<file path="config.mk">
export PLATFORM = sky130hd
export DESIGN_NAME = fault_status_reporter
export DESIGN_NICKNAME = d
export VERILOG_FILES = /design/src/rtl/fault_pkg.sv /design/src/rtl/check_if.sv /design/src/rtl/value_checker.sv /design/src/rtl/fault_status_reporter.sv
export SDC_FILE = /design/constraint.sdc
export NUM_CORES = 2
export LEC_CHECK = 0
export ABC_CLOCK_PERIOD_IN_PS = 3400
export BUFFER_PORTS_ARGS = -buffer_cell sky130_fd_sc_hd__buf_2
export CORE_AREA = 2 2 590 592
export DETAILED_ROUTE_END_ITERATION = 16
export DIE_AREA = 0 0 592 594
export GPL_TIMING_DRIVEN = 1
export HOLD_SLACK_MARGIN = 0.06
export PLACE_DENSITY_LB_ADDON = 0.3
export RECOVER_POWER = 50
export SLEW_MARGIN = 20
export SYNTH_ARGS = -nofsm -noshare
export SYNTH_HDL_FRONTEND = slang
export SYNTH_SLANG_ARGS = --single-unit
</file>
<file path="constraint.sdc">
create_clock -name CLOCK -period 3.4 [get_ports CLOCK]
set_clock_uncertainty 0.05 [all_clocks]
set_input_delay 0 -clock CLOCK [delete_from_list [all_inputs] [get_ports CLOCK]]
set_output_delay 0 -clock CLOCK [all_outputs]
set_load 0.05 [all_outputs]
</file>
<file path="src/rtl/fault_pkg.sv">
package fault_pkg;

    // word geometry
    localparam int WORD_W = 16;
    localparam int NCH_DEFAULT = 8;

    // module fault summary word positions (15..11 is the summary field)
    localparam int MF_GROUP_BIT = 15;
    localparam int MF_CALIBRATING_BIT = 12;
    localparam int MF_CAL_ERR_BIT = 11;

    // floating point channel status word positions
    localparam int ST_HIGH_BIT = 0;
    localparam int ST_LOW_BIT = 1;
    localparam int ST_SLEW_BIT = 2;
    localparam int ST_HOLD_BIT = 3;
    localparam int ST_CAL_ERR_BIT = 4;
    localparam int ST_NAN_BIT = 5;
    localparam int ST_UNUSED_BIT = 6;
    localparam int ST_LOOP_BIT = 7;

    // integer status word: channel 0 at the top pair, two bits per channel
    localparam int INT_LOOP_TOP = 15;
    localparam int INT_HOLD_TOP = 14;

    // fixed channel fault patterns and reset values
    localparam logic [15:0] COMM_FAULT_PATTERN = 16'hFFFF;
    localparam logic [15:0] WORD_RST = 16'h0000;
    localparam logic [15:0] CODE_RST = 16'h0000;

    // hold window is 0.1 % of full scale
    localparam int HOLD_TOL_DIV = 1000;

    // open loop detection needs more than 0.1 mA on a 20 mA span
    localparam int OPEN_MIN_UA = 100;
    localparam int RANGE_SPAN_UA = 20000;

    // IEEE single precision fields
    localparam int FP_SIGN_BIT = 31;
    localparam int FP_EXP_MSB = 30;
    localparam int FP_EXP_LSB = 23;
    localparam logic [7:0] FP_EXP_ONES = 8'hFF;

endpackage

</file>
<file path="src/rtl/check_if.sv">
`timescale 1ns/1ps

// operands and verdicts of one channel's value checks
interface check_if;
    logic [31:0] req_float;
    logic [31:0] high_lim;
    logic [31:0] low_lim;
    logic [15:0] req_code;
    logic [15:0] echo_code;
    logic [15:0] max_step;
    logic [15:0] full_scale;
    logic        is_nan;
    logic        above_high;
    logic        below_low;
    logic        in_window;
    logic        step_over;
    logic        above_min;

    modport user (
        output req_float, high_lim, low_lim, req_code, echo_code, max_step, full_scale,
        input  is_nan, above_high, below_low, in_window, step_over, above_min
    );
    modport calc (
        input  req_float, high_lim, low_lim, req_code, echo_code, max_step, full_scale,
        output is_nan, above_high, below_low, in_window, step_over, above_min
    );
endinterface

</file>
<file path="src/rtl/value_checker.sv">
`timescale 1ns/1ps

module value_checker (
    // operands in, verdicts out
    check_if.calc c
);

    // maps a float onto an unsigned key that sorts in numeric order
    function automatic logic [31:0] order_key(input logic [31:0] f);
        order_key = f[fault_pkg::FP_SIGN_BIT] ? ~f : {1'b1, f[30:0]};
    endfunction

    logic [15:0] diff;
    logic [15:0] tol;
    logic [31:0] min_prod;
    logic [15:0] open_min;

    always_comb begin
        c.is_nan = (c.req_float[fault_pkg::FP_EXP_MSB:fault_pkg::FP_EXP_LSB]
                    == fault_pkg::FP_EXP_ONES) && (c.req_float[22:0] != 23'h000000);
        c.above_high = !c.is_nan && (order_key(c.req_float) > order_key(c.high_lim));
        c.below_low = !c.is_nan && (order_key(c.req_float) < order_key(c.low_lim));
        diff = (c.req_code > c.echo_code) ? 16'(c.req_code - c.echo_code)
                                          : 16'(c.echo_code - c.req_code);
        tol = 16'(32'(c.full_scale) / fault_pkg::HOLD_TOL_DIV);
        min_prod = 32'(c.full_scale) * 32'(fault_pkg::OPEN_MIN_UA);
        open_min = 16'(min_prod / 32'(fault_pkg::RANGE_SPAN_UA));
        c.in_window = diff <= tol;
        c.step_over = diff > c.max_step;
        c.above_min = c.echo_code > open_min;
    end

endmodule

</file>
<file path="src/rtl/fault_status_reporter.sv">
`timescale 1ns/1ps

// What this block does
// - group fault summary bit set whenever any channel fault word bit is set.
// - calibrating summary bit while any channel calibrates; all channel fault bits set.
// - calibration error summary at bit 11 when any channel calibration error flag set.
// - summary bits 15..11 behave the same in both data formats.
// - float mode: channel fault bit on high/low limit or open loop.
// - during calibration channel fault word reads 000F or 00FF by channel count.
// - controller communication fault makes channel fault word read FFFF.
// - open loop flag bit 7 needs 0-20 mA range, over 0.1 mA; holds till repaired.
// - invalid float request sets bit 5 and output keeps its previous value.
// - calibration error during a channel's calibration sets its bit 4.
// - holding flag bit 3 while holding; clears when request within 0.1 % of full scale of echo.
// - low limit flag bit 1 while request below low limit; latch keeps it.
// - high limit flag bit 0 while request above high limit; latch keeps it.
// - either limit flag also sets the channel's channel fault bit.
// - float mode status bit 6 is always zero.
// - float mode has one status word per channel, nonzero on any fault.
// - integer mode channel fault bits follow patterns, else only open loop.
// - integer mode reports only hold and open loop, one word; cal summary stays.
// - integer word: open loop on odd bits, hold on even, channel 0 at top.
// - limit alarms only exist in floating point format.
module fault_status_reporter #(
    parameter int N_CH = fault_pkg::NCH_DEFAULT,
    parameter logic [15:0] FULL_SCALE = 16'hFFFF
) (
    // clock and reset
    input  wire logic                   CLOCK,
    input  wire logic                   RST_N,
    // module configuration and connection state
    input  wire logic                   FLOAT_MODE,
    input  wire logic                   COMM_FAULT,
    // per channel configuration
    input  wire logic [N_CH-1:0]        RANGE_0_20MA,
    input  wire logic [N_CH-1:0]        HOLD_ENABLE,
    input  wire logic [N_CH-1:0]        ALARM_EN,
    input  wire logic [N_CH-1:0]        LATCH_EN,
    input  wire logic [N_CH-1:0][31:0]  HIGH_LIMIT,
    input  wire logic [N_CH-1:0][31:0]  LOW_LIMIT,
    input  wire logic [N_CH-1:0][15:0]  MAX_STEP,
    // requests from the owner controller
    input  wire logic [N_CH-1:0][31:0]  REQ_VALUE,
    input  wire logic [N_CH-1:0][15:0]  REQ_CODE,
    input  wire logic [N_CH-1:0]        UNLATCH,
    input  wire logic [N_CH-1:0]        HOLD_START,
    // field side and calibration state
    input  wire logic [N_CH-1:0][15:0]  ECHO_CODE,
    input  wire logic [N_CH-1:0]        LOOP_OPEN,
    input  wire logic [N_CH-1:0]        CAL_ACTIVE,
    input  wire logic [N_CH-1:0]        CAL_ERROR,
    // output drive and fault reporting
    output logic      [N_CH-1:0][15:0]  DRIVE_CODE,
    output logic      [15:0]            MODULE_FAULT_SUMMARY_WORD,
    output logic      [15:0]            CHANNEL_FAULT_WORD,
    output logic      [N_CH-1:0][15:0]  CHANNEL_STATUS_WORD
);

    typedef struct packed {
        logic [N_CH-1:0]       loop_break_flag;
        logic [N_CH-1:0]       invalid_float_flag;
        logic [N_CH-1:0]       channel_cal_error_flag;
        logic [N_CH-1:0]       output_holding_flag;
        logic [N_CH-1:0]       slew_exceeded_flag;
        logic [N_CH-1:0]       low_clamp_alarm_flag;
        logic [N_CH-1:0]       high_clamp_alarm_flag;
        logic [N_CH-1:0]       cal_seen;
        logic [N_CH-1:0][15:0] drive;
        logic [15:0]           mod_word;
        logic [15:0]           chan_word;
        logic [N_CH-1:0][15:0] stat_word;
    } state_s;

    state_s st_ff;
    state_s nxt_st;

    // verdicts of the per channel value checks
    logic [N_CH-1:0] is_nan;
    logic [N_CH-1:0] above_high;
    logic [N_CH-1:0] below_low;
    logic [N_CH-1:0] in_window;
    logic [N_CH-1:0] step_over;
    logic [N_CH-1:0] above_min;

    generate
        for (genvar g = 0; g < N_CH; g++) begin : g_chk
            check_if cif ();

            assign cif.req_float = REQ_VALUE[g];
            assign cif.high_lim = HIGH_LIMIT[g];
            assign cif.low_lim = LOW_LIMIT[g];
            assign cif.req_code = REQ_CODE[g];
            assign cif.echo_code = ECHO_CODE[g];
            assign cif.max_step = MAX_STEP[g];
            assign cif.full_scale = FULL_SCALE;

            assign is_nan[g] = cif.is_nan;
            assign above_high[g] = cif.above_high;
            assign below_low[g] = cif.below_low;
            assign in_window[g] = cif.in_window;
            assign step_over[g] = cif.step_over;
            assign above_min[g] = cif.above_min;

            value_checker u_chk (
                .c (cif.calc)
            );
        end
    endgenerate

    always_comb begin
        logic          any_cal;
        logic          keep;
        logic [15:0]   normal_word;
        logic [15:0]   ones_word;
        logic [15:0]   int_word;

        nxt_st = st_ff;
        keep = 1'b0;
        any_cal = |CAL_ACTIVE;
        normal_word = fault_pkg::WORD_RST;
        ones_word = fault_pkg::WORD_RST;
        int_word = fault_pkg::WORD_RST;

        for (int i = 0; i < N_CH; i++) begin
            // high limit: level, or held by latch until unlatched
            keep = LATCH_EN[i] && st_ff.high_clamp_alarm_flag[i] && !UNLATCH[i];
            nxt_st.high_clamp_alarm_flag[i] = FLOAT_MODE && ALARM_EN[i]
                && (above_high[i] || keep);

            // low limit: level, or held by latch until unlatched
            keep = LATCH_EN[i] && st_ff.low_clamp_alarm_flag[i] && !UNLATCH[i];
            nxt_st.low_clamp_alarm_flag[i] = FLOAT_MODE && ALARM_EN[i]
                && (below_low[i] || keep);

            // slew: held until echo reaches target, or until unlatched if latched
            if (LATCH_EN[i]) begin
                keep = st_ff.slew_exceeded_flag[i] && !UNLATCH[i];
            end else begin
                keep = st_ff.slew_exceeded_flag[i] && (ECHO_CODE[i] != REQ_CODE[i]);
            end
            nxt_st.slew_exceeded_flag[i] = FLOAT_MODE && ALARM_EN[i]
                && (step_over[i] || keep);

            // hold: a start event wins over the release in the same cycle
            nxt_st.output_holding_flag[i] = (HOLD_START[i] && HOLD_ENABLE[i])
                || (st_ff.output_holding_flag[i] && !in_window[i]);

            // invalid float request follows the current request
            nxt_st.invalid_float_flag[i] = is_nan[i];

            // output code only moves on a valid request outside hold
            if (!is_nan[i] && !nxt_st.output_holding_flag[i]) begin
                nxt_st.drive[i] = REQ_CODE[i];
            end

            // open loop: armed only on 0-20 mA with current flowing, kept while open
            nxt_st.loop_break_flag[i] = LOOP_OPEN[i]
                && ((RANGE_0_20MA[i] && above_min[i])
                    || st_ff.loop_break_flag[i]);

            // calibration error: cleared when a new calibration of the channel begins
            nxt_st.cal_seen[i] = CAL_ACTIVE[i];
            keep = st_ff.channel_cal_error_flag[i]
                && !(CAL_ACTIVE[i] && !st_ff.cal_seen[i]);
            nxt_st.channel_cal_error_flag[i] = (CAL_ACTIVE[i] && CAL_ERROR[i])
                || keep;
        end

        for (int i = 0; i < N_CH; i++) begin
            ones_word[i] = 1'b1;
            if (FLOAT_MODE) begin
                normal_word[i] = nxt_st.high_clamp_alarm_flag[i]
                    || nxt_st.low_clamp_alarm_flag[i]
                    || nxt_st.loop_break_flag[i];
            end else begin
                normal_word[i] = nxt_st.loop_break_flag[i];
            end
        end

        // channel fault word: communication fault, then calibration, then normal
        if (COMM_FAULT) begin
            nxt_st.chan_word = fault_pkg::COMM_FAULT_PATTERN;
        end else if (any_cal) begin
            nxt_st.chan_word = ones_word;
        end else begin
            nxt_st.chan_word = normal_word;
        end

        // module summary word, same in both formats
        nxt_st.mod_word = fault_pkg::WORD_RST;
        nxt_st.mod_word[fault_pkg::MF_GROUP_BIT] = |nxt_st.chan_word;
        nxt_st.mod_word[fault_pkg::MF_CALIBRATING_BIT] = any_cal;
        nxt_st.mod_word[fault_pkg::MF_CAL_ERR_BIT] =
            |nxt_st.channel_cal_error_flag;

        // status words
        for (int i = 0; i < N_CH; i++) begin
            int_word[fault_pkg::INT_LOOP_TOP - 2 * i] = nxt_st.loop_break_flag[i];
            int_word[fault_pkg::INT_HOLD_TOP - 2 * i] = nxt_st.output_holding_flag[i];
        end

        for (int i = 0; i < N_CH; i++) begin
            nxt_st.stat_word[i] = fault_pkg::WORD_RST;
            if (FLOAT_MODE) begin
                nxt_st.stat_word[i][fault_pkg::ST_HIGH_BIT] =
                    nxt_st.high_clamp_alarm_flag[i];
                nxt_st.stat_word[i][fault_pkg::ST_LOW_BIT] =
                    nxt_st.low_clamp_alarm_flag[i];
                nxt_st.stat_word[i][fault_pkg::ST_SLEW_BIT] =
                    nxt_st.slew_exceeded_flag[i];
                nxt_st.stat_word[i][fault_pkg::ST_HOLD_BIT] =
                    nxt_st.output_holding_flag[i];
                nxt_st.stat_word[i][fault_pkg::ST_CAL_ERR_BIT] =
                    nxt_st.channel_cal_error_flag[i];
                nxt_st.stat_word[i][fault_pkg::ST_NAN_BIT] =
                    nxt_st.invalid_float_flag[i];
                nxt_st.stat_word[i][fault_pkg::ST_UNUSED_BIT] = 1'b0;
                nxt_st.stat_word[i][fault_pkg::ST_LOOP_BIT] =
                    nxt_st.loop_break_flag[i];
            end else if (i == 0) begin
                nxt_st.stat_word[i] = int_word;
            end
        end
    end

    always_ff @(posedge CLOCK or negedge RST_N) begin
        if (!RST_N) begin
            st_ff <= '0;
        end else begin
            st_ff <= nxt_st;
        end
    end

    assign DRIVE_CODE = st_ff.drive;
    assign MODULE_FAULT_SUMMARY_WORD = st_ff.mod_word;
    assign CHANNEL_FAULT_WORD = st_ff.chan_word;
    assign CHANNEL_STATUS_WORD = st_ff.stat_word;

endmodule

</file>
== After elaboration in Yosys (flattened, before gate mapping) ==
Index checks and enable logic that the tools add are counted.

* Input bits: 1228
* Word-level logic and storage cells: 479
* Bits in registers: 275

* Magnitude comparators: 48
* Equal/unequal tests: 16
* Reductions and logical operators: 291
* Add/sub/neg operators: 16
* Multiplexer cells: 59
* Bitwise logic cells: 24

{| class="wikitable"
|+ Operator list
! operator !! count
|-
| 2-to-1 mux 32 bit || 24
|-
| NOT 32 bit || 24
|-
| > comparator 16 bit || 16
|-
| > comparator 32 bit || 8
|-
| < comparator 32 bit || 8
|-
| subtractor 16 bit || 16
|-
| nonzero test 23 bit || 8
|-
| logical AND 1 bit || 168
|-
| 2-to-1 mux 16 bit || 9
|-
| > comparator 16 x 9 -> 1 bit, second input constant || 8
|-
| <= comparator 16 x 7 -> 1 bit, second input constant || 8
|-
| inequality test 16 bit || 8
|-
| 2-to-1 mux 8 bit || 10
|-
| == test 8 bit, second input constant || 8
|-
| logical OR 1 bit || 64
|-
| zero test 1 bit || 48
|-
| 2-to-1 mux 1 bit || 16
|-
| OR reduction 16 bit || 1
|-
| OR reduction 8 bit || 2
|}

== Depth between registers and ports, before layout ==
* Depth after elaboration: 12
* Depth in mapped cells: 24
* Gate-level depth less buffers: 23

== Cells and area by module ==
From an unflattened synthesis, not the netlist that was laid out.

* Cells, all modules: 15062
* Area total of the unflattened synthesis: 113117.2 sq um

{| class="wikitable"
|+ Modules (own cells, without submodules)
! module !! times used !! area an instance (sq um) !! sequential area each (sq um) !! cells an instance
|-
| value_checker at g_chk[0].u_chk ... || 7 || 12554.5 || 0.0 || 1754
|-
| fault_status_reporter || 1 || 12956.2 || 6531.3 || 1097
|-
| value_checker at g_chk[7].u_chk || 1 || 12279.3 || 0.0 || 1687
|}

== Worst setup path after synthesis ==
OpenSTA, ideal clock, no wires.

* Path kind: input-to-reg
* Start: in REQ_CODE[12] (netlist name)
* End: reg st_ff, in the netlist CHANNEL_STATUS_WORD[2]
* Slack: -845 ps
* Stages: 22
* Data arrival time: 4056 ps
* Buffers on the path: 2
* Cells stage by stage: inv_1 -> ha_1 -> buf_2 -> nand4_1 -> or3_1 -> or2_2 -> o311a_1 -> buf_2 -> nor2_1 -> mux2_2 -> ha_1 -> nor2b_1 -> o21a_1 -> o21a_1 -> o21a_1 -> o21a_1 -> o21ai_0 -> a21oi_1 -> a2111oi_0 -> o21ai_0 -> nand3_1 -> o21ai_0

{| class="wikitable"
|+ RTL lines
! element !! line !! RTL
|-
| start, declared || fault_status_reporter.sv:44 || <nowiki>input wire logic [N_CH-1:0][15:0] REQ_CODE,</nowiki>
|-
| end signal, assigned || fault_status_reporter.sv:230 || <nowiki>st_ff <= nxt_st;</nowiki>
|-
| end, declared || fault_status_reporter.sv:74 || <nowiki>state_s st_ff;</nowiki>
|}

== Worst setup path in the final report ==
* Start: in REQ_CODE[64] (netlist name)
* End: reg st_ff, in the netlist DRIVE_CODE[71]

* Cells in the longest elaborated chain, start to end: 8

{| class="wikitable"
|+ RTL lines
! element !! line !! RTL
|-
| subtractor 16 bit, or another cell as far along || value_checker.sv:24 || <nowiki>: 16'(c.echo_code - c.req_code);</nowiki>
|-
| 2-to-1 mux 16 bit * || value_checker.sv:23 || <nowiki>diff = (c.req_code > c.echo_code) ? 16'(c.req_code - c.echo_code)</nowiki>
|-
| <= comparator 16 x 7 -> 1 bit * || value_checker.sv:28 || <nowiki>c.in_window = diff <= tol;</nowiki>
|-
| zero test 1 bit * || fault_status_reporter.sv:146 || <nowiki>|| (st_ff.output_holding_flag[i] && !in_window[i]);</nowiki>
|-
| logical AND 1 bit * || fault_status_reporter.sv:146 ||
|-
| logical OR 1 bit * || fault_status_reporter.sv:146 ||
|-
| zero test 1 bit * || fault_status_reporter.sv:152 || <nowiki>if (!is_nan[i] && !nxt_st.output_holding_flag[i]) begin</nowiki>
|-
| logical AND 1 bit * || fault_status_reporter.sv:152 ||
|}

Mark *: on every way between the ends. The rest lies on a longest branch, timed or not.
A chain may end at the register's enable or synchronous reset.

==> impl_metrics.env <==
export IMPL_tightest_slew_ps=2210
export IMPL_synth_edff_count=0
export IMPL_core_um2=345000
export IMPL_netlist_instances=5686
export IMPL_rsz0062_at_grt="true"
export IMPL_synth_area_um2=47400
export IMPL_fp_dieW_um=592
export IMPL_ir_worst_vdd_uv=336
export IMPL_outcome="complete, but fails checks"
export IMPL_setup_viol_count_final=46
export IMPL_fmax_ghz=0.284
export IMPL_fin_util_pct=22.2
export IMPL_wl_per_cell_um=25.1
export IMPL_via_per_inst=4.04
export IMPL_power_density_nw_per_um2=372
export IMPL_fin_nets=10700
export IMPL_detail_route_antenna_nets=0
export IMPL_r2r_start="st_ff[348]"
export IMPL_ys_flop_type="dfrtp_1"
export IMPL_hpwl_mm=301
export IMPL_async_flop_share_pct=100
export IMPL_antenna_found_initial=288
export IMPL_crit_type="input port to register"
export IMPL_gp_congestion=0.964
export IMPL_cts_tree="done"
export IMPL_maxSlewViolCount=206
export IMPL_final_hold_violation_count=0
export IMPL_min_delay_start="HOLD_START[2]"
export IMPL_ios=1516
export IMPL_cts_buffer_depth=3
export IMPL_cts_sinks=261
export IMPL_dieArea_um2=352000
export IMPL_avgSynthCellArea_um2=8.34
export IMPL_numPortBuffers=1439
export IMPL_area_delta_synth_final_pct=61.4
export IMPL_crit_start="REQ_CODE[64]"
export IMPL_start_util_pct=13.7
export IMPL_drive_gt1_share_pct=38.4
export IMPL_path_max_fanout=6
export IMPL_cts_buffers=46
export IMPL_dieHeight_um=594
export IMPL_synth_seq_cells=261
export IMPL_static_leakage_power_nw=37.3
export IMPL_worstPathArrival_ps=4050
export IMPL_critPathCaptureType="register"
export IMPL_fin_crit_ps=3520
export IMPL_relSlewSlack_pct=-47.1
export IMPL_grtUsageTotal_pct=18.2
export IMPL_hold_path_class="input port to register"
export IMPL_overflow=0
export IMPL_grt_pass1_wl_mm=443
export IMPL_placementRows=216
export IMPL_yosysWarnings=0
export IMPL_h_tree_depth=2
export IMPL_grt_max_degree=96
export IMPL_cts_root_buf="clkbuf_16"
export IMPL_setup_ws_ps=-117
export IMPL_seq_area_frac_synth_pct=13.8
export IMPL_maxCapViolations=4
export IMPL_drt_iter0_drc=3119
export IMPL_synthDistinctLibCells=108
export IMPL_finalPower_mw=28.5
export IMPL_crit_required_ps=3930
export IMPL_violations="capacitance limit, slew limit, setup timing"
export IMPL_vias=53800
export IMPL_routed_wl_mm=335
export IMPL_drc=0
export IMPL_startpoint_type="input port"
export IMPL_num_fill_cells=38700
export IMPL_insertion_delay_ps=710
export IMPL_dr_pass1_iters=6
export IMPL_clkTransAtPathRegs_ps=60
export IMPL_grt_pass1_vias=53700
export IMPL_finalCritPeriodShare_pct=103
[logic make-up after synthesis]
family	share of synthesized area (%)
flip-flops	13.8
buffers and inverters	10.4
AND/OR/NAND/NOR	12.9
multiplexers	4.59
other	0.00790
adder cells (fa/ha/maj)	23.9
AO/OA/AOI/OAI	18.9
XOR/XNOR	15.6
[power by group]
part / switching (mW) / total [mW] / internal [mW]
logic: 10.9 / 18.5 / 7.61
clock network: 2.25 / 5.43 / 3.18
registers: 0.538 / 4.52 / 3.98
total: 13.7 / 28.5 / 14.8
[path summary, 6_finish.rpt]
check                                           endpoint  slack (ps)  cells past startpoint
hold reg to reg                           DRIVE_CODE[22]         450                      1
max in group asynchronous                 DRIVE_CODE[72]         370                      4
setup reg to reg           MODULE_FAULT_SUMMARY_WORD[15]         830                      9
min in group asynchronous                 DRIVE_CODE[45]        1030                      4
hold / removal                                st_ff[322]          70                      4
setup / recovery                          DRIVE_CODE[71]        -120                     20
[per-stage QoR]
| stage | setup slack [ps] | hold slack [ps] | std cells | instance area (um^2) | setup TNS, ps |
|---|---|---|---|---|---|
| 2_1_floorplan | -418 | -346 | 5761 | 48700 | -18140 |
| 3_3_place_gp | -1090 | -49.6 | 12700 | 69400 | -108600 |
| 3_5_place_dp | -1040 | -43.4 | 12700 | 69400 | -106590 |
| 4_1_cts | -11.1 | 60.1 | 13200 | 75200 | -13.3 |
| 5_1_grt | -280 | 63.1 | 13300 | 76400 | -7720 |
| 6_report | -117 | 73.0 | 13300 | 76600 | -2880 |
[routing by layer]
| layer | GRT usage (%) | share of wire [%] | wire length [um] | up-vias |
|---|---|---|---|---|
| met5 | 0 | 0.25 | 831 | - |
| met4 | 6.46 | 3.8 | 12600 | 130 |
| met3 | 5.74 | 8.8 | 29300 | 522 |
| met2 | 29.2 | 44 | 149000 | 2027 |
| met1 | 22.8 | 43 | 143000 | 25300 |
| li1 | - | - | - | 25800 |
[synthesized netlist by cell type (all sizes together) (14+ instances only)]
library cell    n  share of area, %
nand3          74              0.78
o22ai          19              0.28
buf           397               5.7
nor4           80               1.1
o221ai         16              0.30
ha            880                23
a211oi         38              0.60
or3            24              0.33
and3           21              0.28
nand2b         54              0.71
a21boi         16              0.25
xor2          295               5.4
o31a           22              0.41
nor2b          91               1.2
nand2         241               1.9
and2           17              0.23
clkbuf        101              0.80
or2            22              0.29
o21a          110               1.7
inv           485               3.8
nor2          224               1.9
a21oi         384               4.1
mux2          144               3.5
a21o          218               3.4
xnor2         551                10
a31oi          30              0.40
nor3           77              0.81
nand4         174               2.3
dfrtp         261                14
o211ai         39              0.62
o31ai          33              0.57
mux2i          52               1.1
or4            15              0.25
o21ai         219               2.3
a221oi         26              0.49
fa             16              0.68
a2111oi        18              0.39
and4           14              0.26
o21bai         21              0.33
[critical path: stages]
cell and delay [ps]:
buf_8 100, inv_4 50, ha_4 130, inv_4 30, fa_2 410, a21oi_4 170, o31ai_4 100, a2111oi_4 380
buf_4 200, o31ai_4 70, buf_4 150, a221oi_4 270, a21oi_2 60, xnor2_1 210, or4b_4 480, or4_4 450
o22ai_4 170, buf_6 140, clkbuf_16 160, mux2_4 300
[what timing repair did]
| item | CTS | global route |
|---|---|---|
| endpoints found under the setup margin | 37 | 153 |
| gates resized for setup | 18 | 214 |
| hold endpoints to repair | 518 | 4 |
| buffers inserted | 7 | 35 |
| pin swaps | 19 | 94 |
| hold buffers | 399 | 4 |
| cloned | 0 | 4 |
[area by class of cell]
| type | count | area (um^2) | share of cell area, % |
|---|---|---|---|
| clock buffer | 65 | 1320 | 1.73 |
| sequential | 261 | 6530 | 8.53 |
| clock inverter | 19 | 299 | 0.390 |
| tap | 4578 | 5730 | 7.48 |
| multi-input combinational | 4517 | 37900 | 49.4 |
| timing repair buffer | 3281 | 22600 | 29.5 |
| inverter | 486 | 1910 | 2.50 |
| antenna | 119 | 298 | 0.389 |
[sequential cells by signal, indices dropped and copies added (netlist names)]
| name | count |
|---|---|
| DRIVE_CODE | 128 |
| st_ff | 56 |
| MODULE_FAULT_SUMMARY_WORD | 3 |
| CHANNEL_STATUS_WORD | 65 |
| CHANNEL_FAULT_WORD | 9 |
[cell usage in the layout, fill, tap and decap left out, types with 75 or more instances in the layout]
cell type and instances:
nand4_1 172, nand2_1 236, buf_4 1390, a21oi_1 351, nor2b_1 89, a21o_1 217, nor2_1 211, o21ai_0 196
buf_2 1353, dlygate4sd3_1 394, ha_1 842, conb_1 76, clkbuf_1 77, inv_1 459, nor4_1 75, mux2_2 80
xor2_1 293, dfrtp_1 261, o21a_1 109, xnor2_1 546, diode_2 119
Power figures use the tool's default switching activity.
